File: config.mk
export PLATFORM = sky130hd
export DESIGN_NAME = fcd_top
export DESIGN_NICKNAME = d
export VERILOG_FILES = /design/src/verilog/fcd_pkg.sv /design/src/verilog/fcd_dec_if.sv /design/src/verilog/fcd_top.sv /design/src/verilog/fcd_decode.sv
export SDC_FILE = /design/constraint.sdc
export NUM_CORES = 1
export LEC_CHECK = 0
export BUFFER_PORTS_ARGS = -buffer_cell sky130_fd_sc_hd__buf_2
export CAP_MARGIN = 10
export CORE_ASPECT_RATIO = 1.1
export CORE_UTILIZATION = 40
export CTS_BUF_LIST = sky130_fd_sc_hd__clkbuf_4 sky130_fd_sc_hd__clkbuf_8 sky130_fd_sc_hd__clkbuf_16
export DETAILED_ROUTE_END_ITERATION = 8
export PLACE_DENSITY_LB_ADDON = 0.3
export SKIP_LAST_GASP = 1
export SYNTH_ARGS = -nofsm -noshare
export SYNTH_HDL_FRONTEND = slang
export SYNTH_SLANG_ARGS = --single-unit
File: constraint.sdc
create_clock -name aclk -period 2.2 [get_ports aclk]
set_input_delay 0.11 -clock aclk [delete_from_list [all_inputs] [get_ports aclk]]
set_output_delay 0.11 -clock aclk [all_outputs]
set_load 0.05 [all_outputs]
File: src/verilog/fcd_pkg.sv
// float / coprocessor operate decode: shared constants and types
// assumes a 32-bit instruction word and a 32-bit register bus
package fcd_pkg;
   // ************************************************
   // instruction word layout
   // ************************************************
   localparam int OP_HI = 31;
   localparam int OP_LO = 30;
   localparam int RD_HI = 29;
   localparam int RD_LO = 25;
   localparam int MF_HI = 24;
   localparam int MF_LO = 19;
   localparam int RS1_HI = 18;
   localparam int RS1_LO = 14;
   localparam int OPF_HI = 13;
   localparam int OPF_LO = 5;
   localparam int RS2_HI = 4;
   localparam int RS2_LO = 0;
   localparam logic [1:0] FMT_OPERATE = 2'h2;
   localparam logic [5:0] MF_FLOAT = 6'h34;
   localparam logic [5:0] MF_CMP = 6'h35;
   localparam logic [5:0] MF_CP1 = 6'h36;
   localparam logic [5:0] MF_CP2 = 6'h37;
   // operation groups: operation field bits 8..2
   localparam logic [6:0] GRP_ADD = 7'h10;
   localparam logic [6:0] GRP_SUB = 7'h11;
   localparam logic [6:0] GRP_MUL = 7'h12;
   localparam logic [6:0] GRP_DIV = 7'h13;
   localparam logic [6:0] GRP_CMP = 7'h14;
   localparam logic [6:0] GRP_CMPE = 7'h15;
   localparam logic [8:0] OPF_SMULD = 9'h069;
   localparam logic [8:0] OPF_DMULQ = 9'h06E;
   localparam logic [1:0] PREC_S = 2'h1;
   localparam logic [1:0] PREC_D = 2'h2;
   localparam logic [1:0] PREC_Q = 2'h3;
   localparam logic [1:0] FCC_UNORD = 2'h3;
   // ************************************************
   // register map and fields
   // ************************************************
   localparam logic [7:0] ADDR_CTRL = 8'h00;
   localparam logic [7:0] ADDR_INSN = 8'h04;
   localparam logic [7:0] ADDR_STAT = 8'h08;
   localparam int CTRL_FE = 0;
   localparam int CTRL_EC = 1;
   localparam logic [1:0] CTRL_RST = 2'h0;
   localparam int TR_FOFF = 0;
   localparam int TR_FERR = 1;
   localparam int TR_BADR = 2;
   localparam int TR_COFF = 3;
   localparam int TR_CERR = 4;
   localparam logic [1:0] RESP_OKAY = 2'h0;
   localparam logic [1:0] RESP_SLVERR = 2'h2;
   typedef enum logic [3:0] {
      KIND_NONE = 4'h0, KIND_ADD = 4'h1, KIND_SUB = 4'h2, KIND_MUL = 4'h3,
      KIND_WMUL = 4'h4, KIND_DIV = 4'h5, KIND_CMP = 4'h6, KIND_CMPE = 4'h7,
      KIND_CP1 = 4'h8, KIND_CP2 = 4'h9
   } fcd_kind_e;
endpackage

File: src/verilog/fcd_dec_if.sv
// carrier between the control logic and the instruction decoder
// assumes the decoder is purely combinational
`timescale 1ns/1ps
interface fcd_dec_if;
   logic [31:0] insn;
   fcd_pkg::fcd_kind_e kind;
   logic [1:0] prec;
   logic uses_float;
   logic uses_cp;
   logic bad_reg;
   modport dec (input insn, output kind, prec, uses_float, uses_cp, bad_reg);
   modport user (output insn, input kind, prec, uses_float, uses_cp, bad_reg);
endinterface

File: src/verilog/fcd_top.sv
// float / coprocessor operate dispatch with an AXI4-Lite register port
// assumes one clock; the float unit and coprocessor answer with done
//
// Chosen here: the register offsets and the AXI4-Lite interface to the registers.
`timescale 1ns/1ps
module fcd_top
(
   // clock and reset
   input wire logic aclk,
   input wire logic aresetn,
   // register bus write
   input wire logic s_axi_awvalid,
   output logic s_axi_awready,
   input wire logic [7:0] s_axi_awaddr,
   input wire logic s_axi_wvalid,
   output logic s_axi_wready,
   input wire logic [31:0] s_axi_wdata,
   input wire logic [3:0] s_axi_wstrb,
   output logic s_axi_bvalid,
   input wire logic s_axi_bready,
   output logic [1:0] s_axi_bresp,
   // register bus read
   input wire logic s_axi_arvalid,
   output logic s_axi_arready,
   input wire logic [7:0] s_axi_araddr,
   output logic s_axi_rvalid,
   input wire logic s_axi_rready,
   output logic [31:0] s_axi_rdata,
   output logic [1:0] s_axi_rresp,
   // operation fields to both units
   output logic [8:0] op_code,
   output logic [4:0] first_source_field,
   output logic [4:0] second_source_field,
   output logic [4:0] dest_field,
   // float unit
   input wire logic fpu_present,
   output logic fpu_issue,
   output logic [3:0] fpu_kind,
   input wire logic fpu_done,
   input wire logic [1:0] fpu_relation,
   input wire logic fpu_snan,
   input wire logic fpu_qnan,
   input wire logic overflow_flag,
   input wire logic underflow_flag,
   input wire logic inexact_flag,
   input wire logic bad_operation_flag,
   output logic [1:0] float_unit_cond_lines,
   // coprocessor
   input wire logic coproc_attached_line,
   output logic cp_issue,
   output logic cp_class_two,
   input wire logic cp_done,
   input wire logic cp_error,
   input wire logic cp_cc_valid,
   input wire logic [1:0] cp_cc,
   output logic [1:0] coproc_cond_lines,
   // trap requests to the integer unit
   output logic float_unit_off_trap,
   output logic float_error_trap,
   output logic bad_float_reg_trap,
   output logic coproc_off_trap,
   output logic coproc_error_trap
);
   // ************************************************
   // state
   // ************************************************
   typedef enum logic [2:0] {
      ST_IDLE = 3'b001,
      ST_CHECK = 3'b010,
      ST_WAIT = 3'b100
   } fcd_run_e;

   typedef struct packed {
      fcd_run_e st;
      logic [31:0] insn;
      logic [1:0] ctrl;
      logic [1:0] fcc;
      logic [1:0] ccc;
      logic [4:0] traps;
      logic unimpl;
      logic bvalid;
      logic [1:0] bresp;
      logic rvalid;
      logic [31:0] rdata;
      logic [1:0] rresp;
      logic fpu_issue;
      logic cp_issue;
      logic [4:0] pulse;
   } fcd_state_s;

   fcd_state_s q_ff;
   fcd_state_s nxt_q;
   logic wr_take;
   logic rd_take;
   logic ferr;
   logic fe_ok;
   logic ec_ok;
   // class two differs from class one in the low function bit
   localparam int MF_LSB_SEL = fcd_pkg::MF_LO;

   fcd_dec_if dif ();

   // decoder sees the held instruction word
   assign dif.insn = q_ff.insn;

   fcd_decode u_dec
   (
      .dif(dif)
   );

   // handshake terms: write address and data are taken together
   assign wr_take = s_axi_awvalid && s_axi_wvalid && !q_ff.bvalid;
   assign rd_take = s_axi_arvalid && !q_ff.rvalid;
   assign s_axi_awready = wr_take;
   assign s_axi_wready = wr_take;
   assign s_axi_arready = !q_ff.rvalid;

   // enable gates combine software bits with presence lines
   assign fe_ok = q_ff.ctrl[fcd_pkg::CTRL_FE] && fpu_present;
   assign ec_ok = q_ff.ctrl[fcd_pkg::CTRL_EC] && coproc_attached_line;

   // ************************************************
   // next state
   // ************************************************
   always_comb
   begin
      nxt_q = q_ff;
      ferr = 1'b0;
      nxt_q.fpu_issue = 1'b0;
      nxt_q.cp_issue = 1'b0;
      nxt_q.pulse = 5'h0;

      // register writes; a new word is refused while one is in flight
      if (wr_take)
      begin
         nxt_q.bvalid = 1'b1;
         nxt_q.bresp = fcd_pkg::RESP_OKAY;
         case (s_axi_awaddr)
            fcd_pkg::ADDR_CTRL:
               if (s_axi_wstrb[0])
                  nxt_q.ctrl = s_axi_wdata[1:0];
            fcd_pkg::ADDR_INSN:
               if (q_ff.st == ST_IDLE)
               begin
                  for (int b = 0; b < 4; b++)
                     if (s_axi_wstrb[b])
                        nxt_q.insn[8*b +: 8] = s_axi_wdata[8*b +: 8];
                  nxt_q.st = ST_CHECK;
                  nxt_q.traps = 5'h0;
                  nxt_q.unimpl = 1'b0;
               end
               else
                  nxt_q.bresp = fcd_pkg::RESP_SLVERR;
            fcd_pkg::ADDR_STAT: nxt_q.bresp = fcd_pkg::RESP_OKAY;
            default: nxt_q.bresp = fcd_pkg::RESP_SLVERR;
         endcase
      end
      else if (q_ff.bvalid && s_axi_bready)
         nxt_q.bvalid = 1'b0;

      // register reads
      if (rd_take)
      begin
         nxt_q.rvalid = 1'b1;
         nxt_q.rresp = fcd_pkg::RESP_OKAY;
         case (s_axi_araddr)
            fcd_pkg::ADDR_CTRL: nxt_q.rdata = {30'h0, q_ff.ctrl};
            fcd_pkg::ADDR_INSN: nxt_q.rdata = q_ff.insn;
            fcd_pkg::ADDR_STAT:
               nxt_q.rdata = {21'h0, q_ff.unimpl, q_ff.traps, q_ff.ccc, q_ff.fcc,
                  q_ff.st != ST_IDLE};
            default:
            begin
               nxt_q.rdata = 32'h0;
               nxt_q.rresp = fcd_pkg::RESP_SLVERR;
            end
         endcase
      end
      else if (q_ff.rvalid && s_axi_rready)
         nxt_q.rvalid = 1'b0;

      // dispatch: enable checks come before any issue
      unique case (q_ff.st)
         ST_IDLE:
         begin
         end
         ST_CHECK:
         begin
            nxt_q.st = ST_IDLE;
            if (dif.uses_float && !fe_ok)
               nxt_q.pulse[fcd_pkg::TR_FOFF] = 1'b1;
            else if (dif.uses_cp && !ec_ok)
               nxt_q.pulse[fcd_pkg::TR_COFF] = 1'b1;
            else if (dif.bad_reg)
               nxt_q.pulse[fcd_pkg::TR_BADR] = 1'b1;
            else if (dif.uses_float)
            begin
               nxt_q.fpu_issue = 1'b1;
               nxt_q.st = ST_WAIT;
            end
            else if (dif.uses_cp)
            begin
               nxt_q.cp_issue = 1'b1;
               nxt_q.st = ST_WAIT;
            end
            else
               nxt_q.unimpl = 1'b1;
         end
         ST_WAIT:
         begin
            if (dif.uses_float && fpu_done)
            begin
               nxt_q.st = ST_IDLE;
               case (dif.kind)
                  fcd_pkg::KIND_ADD, fcd_pkg::KIND_SUB:
                     ferr = overflow_flag || underflow_flag || inexact_flag ||
                        bad_operation_flag;
                  fcd_pkg::KIND_MUL, fcd_pkg::KIND_DIV:
                     ferr = overflow_flag || underflow_flag || inexact_flag ||
                        bad_operation_flag;
                  fcd_pkg::KIND_WMUL:
                     ferr = bad_operation_flag;
                  fcd_pkg::KIND_CMP, fcd_pkg::KIND_CMPE:
                  begin
                     // unordered whenever either operand is a NaN
                     nxt_q.fcc = (fpu_snan || fpu_qnan) ? fcd_pkg::FCC_UNORD
                        : fpu_relation;
                     ferr = fpu_snan ||
                        (dif.kind == fcd_pkg::KIND_CMPE && fpu_qnan);
                  end
                  default: ferr = 1'b0;
               endcase
               nxt_q.pulse[fcd_pkg::TR_FERR] = ferr;
            end
            else if (dif.uses_cp && cp_done)
            begin
               nxt_q.st = ST_IDLE;
               if (dif.kind == fcd_pkg::KIND_CP2 && cp_cc_valid)
                  nxt_q.ccc = cp_cc;
               nxt_q.pulse[fcd_pkg::TR_CERR] = cp_error;
            end
         end
      endcase

      // trap bits stay up until the next word is launched
      nxt_q.traps = nxt_q.traps | nxt_q.pulse;
   end

   // state register
   always_ff @(posedge aclk)
   begin
      if (!aresetn)
      begin
         q_ff <= '0;
         q_ff.st <= ST_IDLE;
         q_ff.ctrl <= fcd_pkg::CTRL_RST;
      end
      else
         q_ff <= nxt_q;
   end

   // ************************************************
   // outputs
   // ************************************************
   assign s_axi_bvalid = q_ff.bvalid;
   assign s_axi_bresp = q_ff.bresp;
   assign s_axi_rvalid = q_ff.rvalid;
   assign s_axi_rdata = q_ff.rdata;
   assign s_axi_rresp = q_ff.rresp;
   assign op_code = q_ff.insn[fcd_pkg::OPF_HI:fcd_pkg::OPF_LO];
   assign first_source_field = q_ff.insn[fcd_pkg::RS1_HI:fcd_pkg::RS1_LO];
   assign second_source_field = q_ff.insn[fcd_pkg::RS2_HI:fcd_pkg::RS2_LO];
   assign dest_field = q_ff.insn[fcd_pkg::RD_HI:fcd_pkg::RD_LO];
   assign fpu_issue = q_ff.fpu_issue;
   assign fpu_kind = dif.kind;
   assign cp_issue = q_ff.cp_issue;
   assign cp_class_two = q_ff.insn[MF_LSB_SEL];
   assign float_unit_cond_lines = q_ff.fcc;
   assign coproc_cond_lines = q_ff.ccc;
   assign float_unit_off_trap = q_ff.pulse[fcd_pkg::TR_FOFF];
   assign float_error_trap = q_ff.pulse[fcd_pkg::TR_FERR];
   assign bad_float_reg_trap = q_ff.pulse[fcd_pkg::TR_BADR];
   assign coproc_off_trap = q_ff.pulse[fcd_pkg::TR_COFF];
   assign coproc_error_trap = q_ff.pulse[fcd_pkg::TR_CERR];
endmodule

File: src/verilog/fcd_decode.sv
// combinational decoder of float and coprocessor operate words
// assumes the word is held stable by the caller
`timescale 1ns/1ps
module fcd_decode
(
   // decode carrier
   fcd_dec_if.dec dif
);
   // misaligned register number for a precision
   function automatic logic misaligned(input logic [4:0] r, input logic [1:0] p);
      return (p == fcd_pkg::PREC_D && r[0]) || (p == fcd_pkg::PREC_Q && r[1:0] != 2'h0);
   endfunction

   logic [8:0] opf;
   logic [5:0] mf;
   logic [1:0] src_p;
   logic [1:0] dst_p;
   logic chk_rd;
   assign opf = dif.insn[fcd_pkg::OPF_HI:fcd_pkg::OPF_LO];
   assign mf = dif.insn[fcd_pkg::MF_HI:fcd_pkg::MF_LO];

   // classify the word and check register alignment
   always_comb
   begin
      dif.kind = fcd_pkg::KIND_NONE;
      src_p = fcd_pkg::PREC_S;
      dst_p = fcd_pkg::PREC_S;
      chk_rd = 1'b1;
      if (dif.insn[fcd_pkg::OP_HI:fcd_pkg::OP_LO] == fcd_pkg::FMT_OPERATE)
      begin
         if (mf == fcd_pkg::MF_FLOAT && opf == fcd_pkg::OPF_SMULD)
         begin
            dif.kind = fcd_pkg::KIND_WMUL;
            dst_p = fcd_pkg::PREC_D;
         end
         else if (mf == fcd_pkg::MF_FLOAT && opf == fcd_pkg::OPF_DMULQ)
         begin
            dif.kind = fcd_pkg::KIND_WMUL;
            src_p = fcd_pkg::PREC_D;
            dst_p = fcd_pkg::PREC_Q;
         end
         else if (mf == fcd_pkg::MF_FLOAT && opf[1:0] != 2'h0)
         begin
            src_p = opf[1:0];
            dst_p = opf[1:0];
            case (opf[8:2])
               fcd_pkg::GRP_ADD: dif.kind = fcd_pkg::KIND_ADD;
               fcd_pkg::GRP_SUB: dif.kind = fcd_pkg::KIND_SUB;
               fcd_pkg::GRP_MUL: dif.kind = fcd_pkg::KIND_MUL;
               fcd_pkg::GRP_DIV: dif.kind = fcd_pkg::KIND_DIV;
               default: dif.kind = fcd_pkg::KIND_NONE;
            endcase
         end
         else if (mf == fcd_pkg::MF_CMP && opf[1:0] != 2'h0)
         begin
            src_p = opf[1:0];
            chk_rd = 1'b0; // destination unused in compares
            case (opf[8:2])
               fcd_pkg::GRP_CMP: dif.kind = fcd_pkg::KIND_CMP;
               fcd_pkg::GRP_CMPE: dif.kind = fcd_pkg::KIND_CMPE;
               default: dif.kind = fcd_pkg::KIND_NONE;
            endcase
         end
         else if (mf == fcd_pkg::MF_CP1)
            dif.kind = fcd_pkg::KIND_CP1;
         else if (mf == fcd_pkg::MF_CP2)
            dif.kind = fcd_pkg::KIND_CP2;
      end
      dif.uses_cp = dif.kind inside {fcd_pkg::KIND_CP1, fcd_pkg::KIND_CP2};
      dif.uses_float = dif.kind != fcd_pkg::KIND_NONE && !dif.uses_cp;
      dif.prec = dst_p;
      // single precision never misaligns, so single forms are exempt
      dif.bad_reg = dif.uses_float &&
         (misaligned(dif.insn[fcd_pkg::RS1_HI:fcd_pkg::RS1_LO], src_p) ||
          misaligned(dif.insn[fcd_pkg::RS2_HI:fcd_pkg::RS2_LO], src_p) ||
          (chk_rd && misaligned(dif.insn[fcd_pkg::RD_HI:fcd_pkg::RD_LO], dst_p)));
   end
endmodule

# --- Word level (Yosys, flattened, before mapping) ---
# Cells that the tools add are included.
classes:
  reduce_logical: 64
  n_eq_ne: 34
  n_mux: 73
  bitwise_logic: 4
op_table:
  columns: ["cell", "n"]
  rows:
  - ["$pmux 32 s3", 1]
  - ["$mux 35", 2]
  - ["$eq 7x5->1 const B", 6]
  - ["$mux 37", 1]
  - ["$mux 2", 16]
  - ["$mux 8", 4]
  - ["$mux 4", 7]
  - ["$mux 1", 27]
  - ["$logic_and 1x1->1", 26]
  - ["$eq 6x6->1 const B", 4]
  - ["$mux 3", 7]
  - ["$reduce_and 4->1", 5]
  - ["$eq 9x7->1 const B", 2]
  - ["$mux 6", 3]
  - ["$eq 4x3->1 const B", 4]
  - ["$eq 8x3->1 const B", 2]
  - ["$eq 8x4->1 const B", 2]
  - ["$logic_not 8->1", 2]
  - ["$reduce_bool 2->1", 7]
  - ["$pmux 3 s2", 2]
  - ["$pmux 3 s4", 1]
  - ["$eq 2x2->1 const B", 5]
  - ["$logic_or 1x1->1", 10]
  - ["$eq 4x2->1 const B", 2]
  - ["18 further kinds", 27]
word_totals:
  in_bits: 75
  output_inout_bits: 81
  register_bits: 92
  wordCells: 193

# --- Depth between registers and ports, before layout ---
logic_depth:
  ltp_word: 18
  ltp_mapped: 9
  ltp_nobuf: 8

# --- By module ---
# A second synthesis with hierarchy kept.
unflattened:
  cells_unflattened: 542
  area_unflattened_um2: 4558.1
by_module_without_submodules:
  columns: ["mod", "area_each_um2", "seq_area_each_um2", "cells_per_inst", "n_inst"]
  rows:
  - ["fcd_top", 4145.2, 1801.7, 482, 1]
  - ["fcd_decode", 412.9, 0.0, 60, 1]

# --- Worst setup path before layout ---
# No wires, ideal clock.
synth_timing:
  path_kind: "register to register"
  startpoint: "register q_ff, in the netlist dif.insn[19]"
  endpoint: "register q_ff[47] (netlist name)"
  slack_ns: -0.169
  period_less_slack_ns: 2.369
  arrival_ns: 2.252
  required_ns: 2.083
  path_stages_with_launch: 9
  setup_time_ns: 0.117
  n_path_buf: 1
  path_cell_list: "dfxtp_1 > buf_4 > and4bb_1 > o21a_1 > a2bb2o_4 > a21oi_4 > inv_2 > a211o_1 > a22o_1"
synth_between:
  elab_cells_between_ends: 37
  classes_between: "13 x eq/ne; 10 x mux; 1 x bitwise; 13 x reduce/logical"
synth_rtl:
  columns: ["element", "line_no", "text"]
  rows:
  - ["from (decl)", "fcd_top.sv:91", "fcd_state_s q_ff;"]
  - ["from (signal assigned)", "fcd_top.sv:259", "q_ff <= nxt_q;"]
  - ["$eq 6x6->1, on equally long branches", "fcd_decode.sv:64, fcd_decode.sv:54", null]
  - ["$mux 4 or $logic_and 1x1->1 (tied branches)", "fcd_decode.sv:64, fcd_decode.sv:54", null]
  - ["$mux 4", "fcd_decode.sv:54", "else if (mf == fcd_pkg::MF_CMP && opf[1:0] != 2'h0)"]
  - ["$mux 4", "fcd_decode.sv:42", "else if (mf == fcd_pkg::MF_FLOAT && opf[1:0] != 2'h0)"]
  - ["$mux 4", "fcd_decode.sv:36", "else if (mf == fcd_pkg::MF_FLOAT && opf == fcd_pkg::OPF_DMULQ)"]
  - ["$mux 4 (*)", "fcd_decode.sv:31", "if (mf == fcd_pkg::MF_FLOAT && opf == fcd_pkg::OPF_SMULD)"]
  - ["$mux 4 (*)", "fcd_decode.sv:29", "if (dif.insn[fcd_pkg::OP_HI:fcd_pkg::OP_LO] == fcd_pkg::FMT_OPERATE)"]
  - ["named net fpu_kind[2]", "fcd_top.sv:38", "output logic [3:0] fpu_kind,"]
  - ["branches (longest 5 deep; another with $eq 4x2->1)", null, null]
  - ["$mux 1 (*)", "fcd_top.sv:211", "if (dif.uses_float && fpu_done)"]
  - ["$mux 1 (*)", "fcd_top.sv:183", "unique case (q_ff.st)"]
  - ["$or 5x5->5 (*)", "fcd_top.sv:246", "nxt_q.traps = nxt_q.traps | nxt_q.pulse;"]
# Mark *: on every way through the listed nets, which the timed path passes.
# A chain may end at the register's enable or synchronous reset.

# --- Worst setup path after layout ---
layout_timing:
  startpoint: "register q_ff, in the netlist dif.insn[11]"
  endpoint: "output fpu_kind[1]"
layout_between:
  elab_chain_cells: 7
  elab_cells_between_ends: 17
  classes_between: "8 x eq/ne; 7 x mux; 2 x reduce/logical"
layout_lines:
  columns: ["element", "line_no", "text"]
  rows:
  - ["$eq 7x5->1", "fcd_decode.sv:58", "case (opf[8:2])"]
  - ["$pmux 3 s2", "fcd_decode.sv:58", null]
  - ["$mux 4", "fcd_decode.sv:54", null]
  - ["$mux 4", "fcd_decode.sv:42", null]
  - ["$mux 4", "fcd_decode.sv:36", null]
  - ["$mux 4 (*)", "fcd_decode.sv:31", null]
  - ["$mux 4 (*)", "fcd_decode.sv:29", null]
  - ["to (decl)", "fcd_top.sv:38", null]
# Mark *: on every way between the ends. The rest lies on a longest branch, timed or not.

==> flow_summary.json <==
{
  "drt-pass1-iter-count": 5,
  "finalHoldViolCount": 0,
  "drv_slew": 0,
  "synth_edf_count": 0,
  "drc_errors": 0,
  "worstMarginPinSlew_ns": 0.636,
  "reg2reg_to": "q_ff[48]",
  "pin_count": 156,
  "final_cells": 752,
  "setup.worst_path.class": "reg -> out",
  "finalCriticalPeriod_ns": 2.07,
  "synth_top_area_cell": "dfxtp_1",
  "cts.sinks": 90,
  "fillers": 1122,
  "cp_max_fo": 5,
  "gr-total-overflow": 0,
  "r2r-start": "dif.insn[5]",
  "die-area_um2": 11600,
  "placed_cells": 733,
  "syn_area_per_cell_um2": 8.69,
  "numCtsBuffers": 9,
  "cts_max_level": 3,
  "peakVddDrop_uv": 276,
  "cap_violations": 0,
  "fp.dieH_um": 113,
  "period_share_pct": 94.3,
  "reg2reg_depth": 6,
  "finalWirelength_um": 11900,
  "root_buffer": "clkbuf_16",
  "crit_arrival_ns": 1.96,
  "synth.most_common_cell": "dfxtp_1",
  "fin_worst_skew_ns": 0.00539,
  "ant_nets": 0,
  "rows": 40,
  "final_area_um2": 5230,
  "first_iter_violations": 156,
  "grt_pass1_vias": 3608,
  "clkTransAtPathRegs_ns": 0.06,
  "vias_per_cell": 5.13,
  "status": "complete, no violations",
  "yosys-top-cells-count": "dfxtp_1, buf_4, nand2_1",
  "grt_antenna_before_repair": 0,
  "cp-end-kind": "output pin",
  "cts_buffer_depth": 2,
  "multiInputGateArea_um2": 2050,
  "nets": 675,
  "slew_headroom_pct": 57.5,
  "ys_warn_count": 0,
  "grt_pass1_wl_um": 18400,
  "wire_per_inst_um": 15.8,
  "grt_max_degree": 45,
  "grt_use_total_pct": 20.7,
  "dp_hpwl_um": 9060,
  "worstSkewPairLatency_ns": 0.34,
  "yosysSeqAreaShare_pct": 40.3,
  "power.static_leakage_nw": 2.24,
  "drive_gt1_share_pct": 33.7,
  "netlist_area_um2": 4470,
  "cp-start-kind": "flip-flop",
  "antenna_cells": 0,
  "fmax_ghz": 0.482,
  "synth-seq-cells": 90,
  "rrSetupSlack_ns": 0.19,
  "synth_cell_type_count": 56,
  "vias": 3858,
  "hp-start": "s_axi_wdata[28]",
  "worstHoldPathType": "in -> reg",
  "initial_utilization_pct": 41.0,
  "die_width_um": 103,
  "gp_congestion": 0.847,
  "hold_depth": 3,
  "yosys.area.top_type_share_pct": 40.3,
  "seqCellArea_um2": 1800,
  "hold_end": "dif.insn[28]",
  "async_reset_ff_share_pct": 0,
  "total_power_mw": 3.28,
  "setup_viol": 0,
  "p_per_area_nw_per_um2": 627,
  "port-buffer-count": 153,
  "required_ns": 2.09,
  "synthFlopType": "dfxtp_1",
  "area_delta_synth_final_pct": 17.1,
  "cts_tree": "built",
  "netlist_instances": 514,
  "place_area_um2": 4910,
  "coreArea_um2": 10900,
  "rsz0062_at_grt": "false",
  "synth_area_leaders": "dfxtp_1, buf_4, nor2b_1"
}
## routing by layer
metal	share of wire [%]	wire length, um	GRT usage [%]	vias to the layer above
met2	46	5410	32.2	140
met1	47	5540	27.8	1793
li1	-	-	-	1907
met3	6.0	717	4.45	18
met5	0	0	0	-
met4	1.7	199	8.08	0
## cell families after synthesis
group,synth area share [%]
muxes,1.12
and+or+nand+nor,24.8
DFF,40.3
AOI/OAI and AO/OA,19.4
other,0.0839
buffers and inverters,14.3
## placed cells by master (no fill, tap or decap), drive strengths merged, types with 2 or more instances in the layout
| cell | count |
|---|---|
| a211oi | 2 |
| a21boi | 32 |
| a21o | 3 |
| a21oi | 20 |
| a22oi | 30 |
| a31oi | 3 |
| and2 | 3 |
| and3 | 6 |
| and3b | 2 |
| and4b | 3 |
| and4bb | 2 |
| buf | 166 |
| clkbuf | 11 |
| clkinv | 4 |
| conb | 2 |
| dfxtp | 90 |
| inv | 8 |
| mux2i | 5 |
| nand2 | 56 |
| nand2b | 3 |
| nand3 | 38 |
| nor2 | 16 |
| nor2b | 41 |
| nor3 | 18 |
| nor3b | 7 |
| nor4 | 4 |
| o211a | 4 |
| o21a | 2 |
| o21ai | 4 |
## worst max-delay path, cell delays in order (launching register included)
cell and delay (ns):
dfxtp_1 0.40, nor3b_1 0.29, nand4b_1 0.18, a21oi_1 0.17, o211ai_1 0.21, inv_1 0.16, buf_4 0.21
## how the worst max path moves through the flow
stage | start | depth (start not counted) | to
finish | dif.insn[11] | 6 | fpu_kind[1]
global route | dif.insn[12] | 5 | fpu_kind[1]
CTS | dif.insn[20] | 6 | fpu_kind[2]
detailed placement | dif.insn[20] | 7 | q_ff[89]
global placement | dif.insn[20] | 6 | q_ff[47]
floorplan | dif.insn[19] | 8 | q_ff[47]
## through the flow
stage / hold WS [ns] / worst slack, ns / setup TNS (ns) / utilization, %
after floorplan: 0.248 / 0.00856 / 0 / -
after global placement: 0.348 / 0.184 / 0 / 45.0
after detailed placement: 0.354 / 0.153 / 0 / 45.0
after CTS: 0.0157 / -0.0228 / -0.0279 / 47.8
after global routing: 0.0348 / 0.00998 / 0 / 48.0
final: 0.0251 / 0.125 / 0 / 48.0
## area by class of cell
| cell class | instances | area share [%] |
|---|---|---|
| repair buffers | 167 | 17.1 |
| flip-flops and latches | 90 | 34.5 |
| well taps | 147 | 3.52 |
| inverters | 8 | 0.574 |
| clock inverters | 5 | 0.598 |
| multi-input cells | 324 | 39.1 |
| clock buffers | 11 | 4.59 |
## flip-flops by register name, summed over array words and instances, names as in the netlist, 2 cells and up
register,flops
coproc_cond_lines,2
dif.insn,32
float_unit_cond_lines,2
q_ff,11
s_axi_rdata,32
## power by group
part | total [mW] | leakage, nW | switching, mW | internal (mW)
Clock | 1.42 | 0.136 | 0.631 | 0.787
Combinational | 0.222 | 1.38 | 0.135 | 0.0876
Sequential | 1.64 | 0.726 | 0.00356 | 1.63
Total | 3.28 | 2.24 | 0.770 | 2.51
## what timing repair did
action	CTS	global route
pin swaps	1	2
endpoints found under the setup margin	4	11
setup buffers	1	1
gates resized for setup	4	6
endpoints found under the hold margin	1	0
hold buffers	1	0
cloned	0	0
No activity file was read; power rests on OpenSTA's default activity.
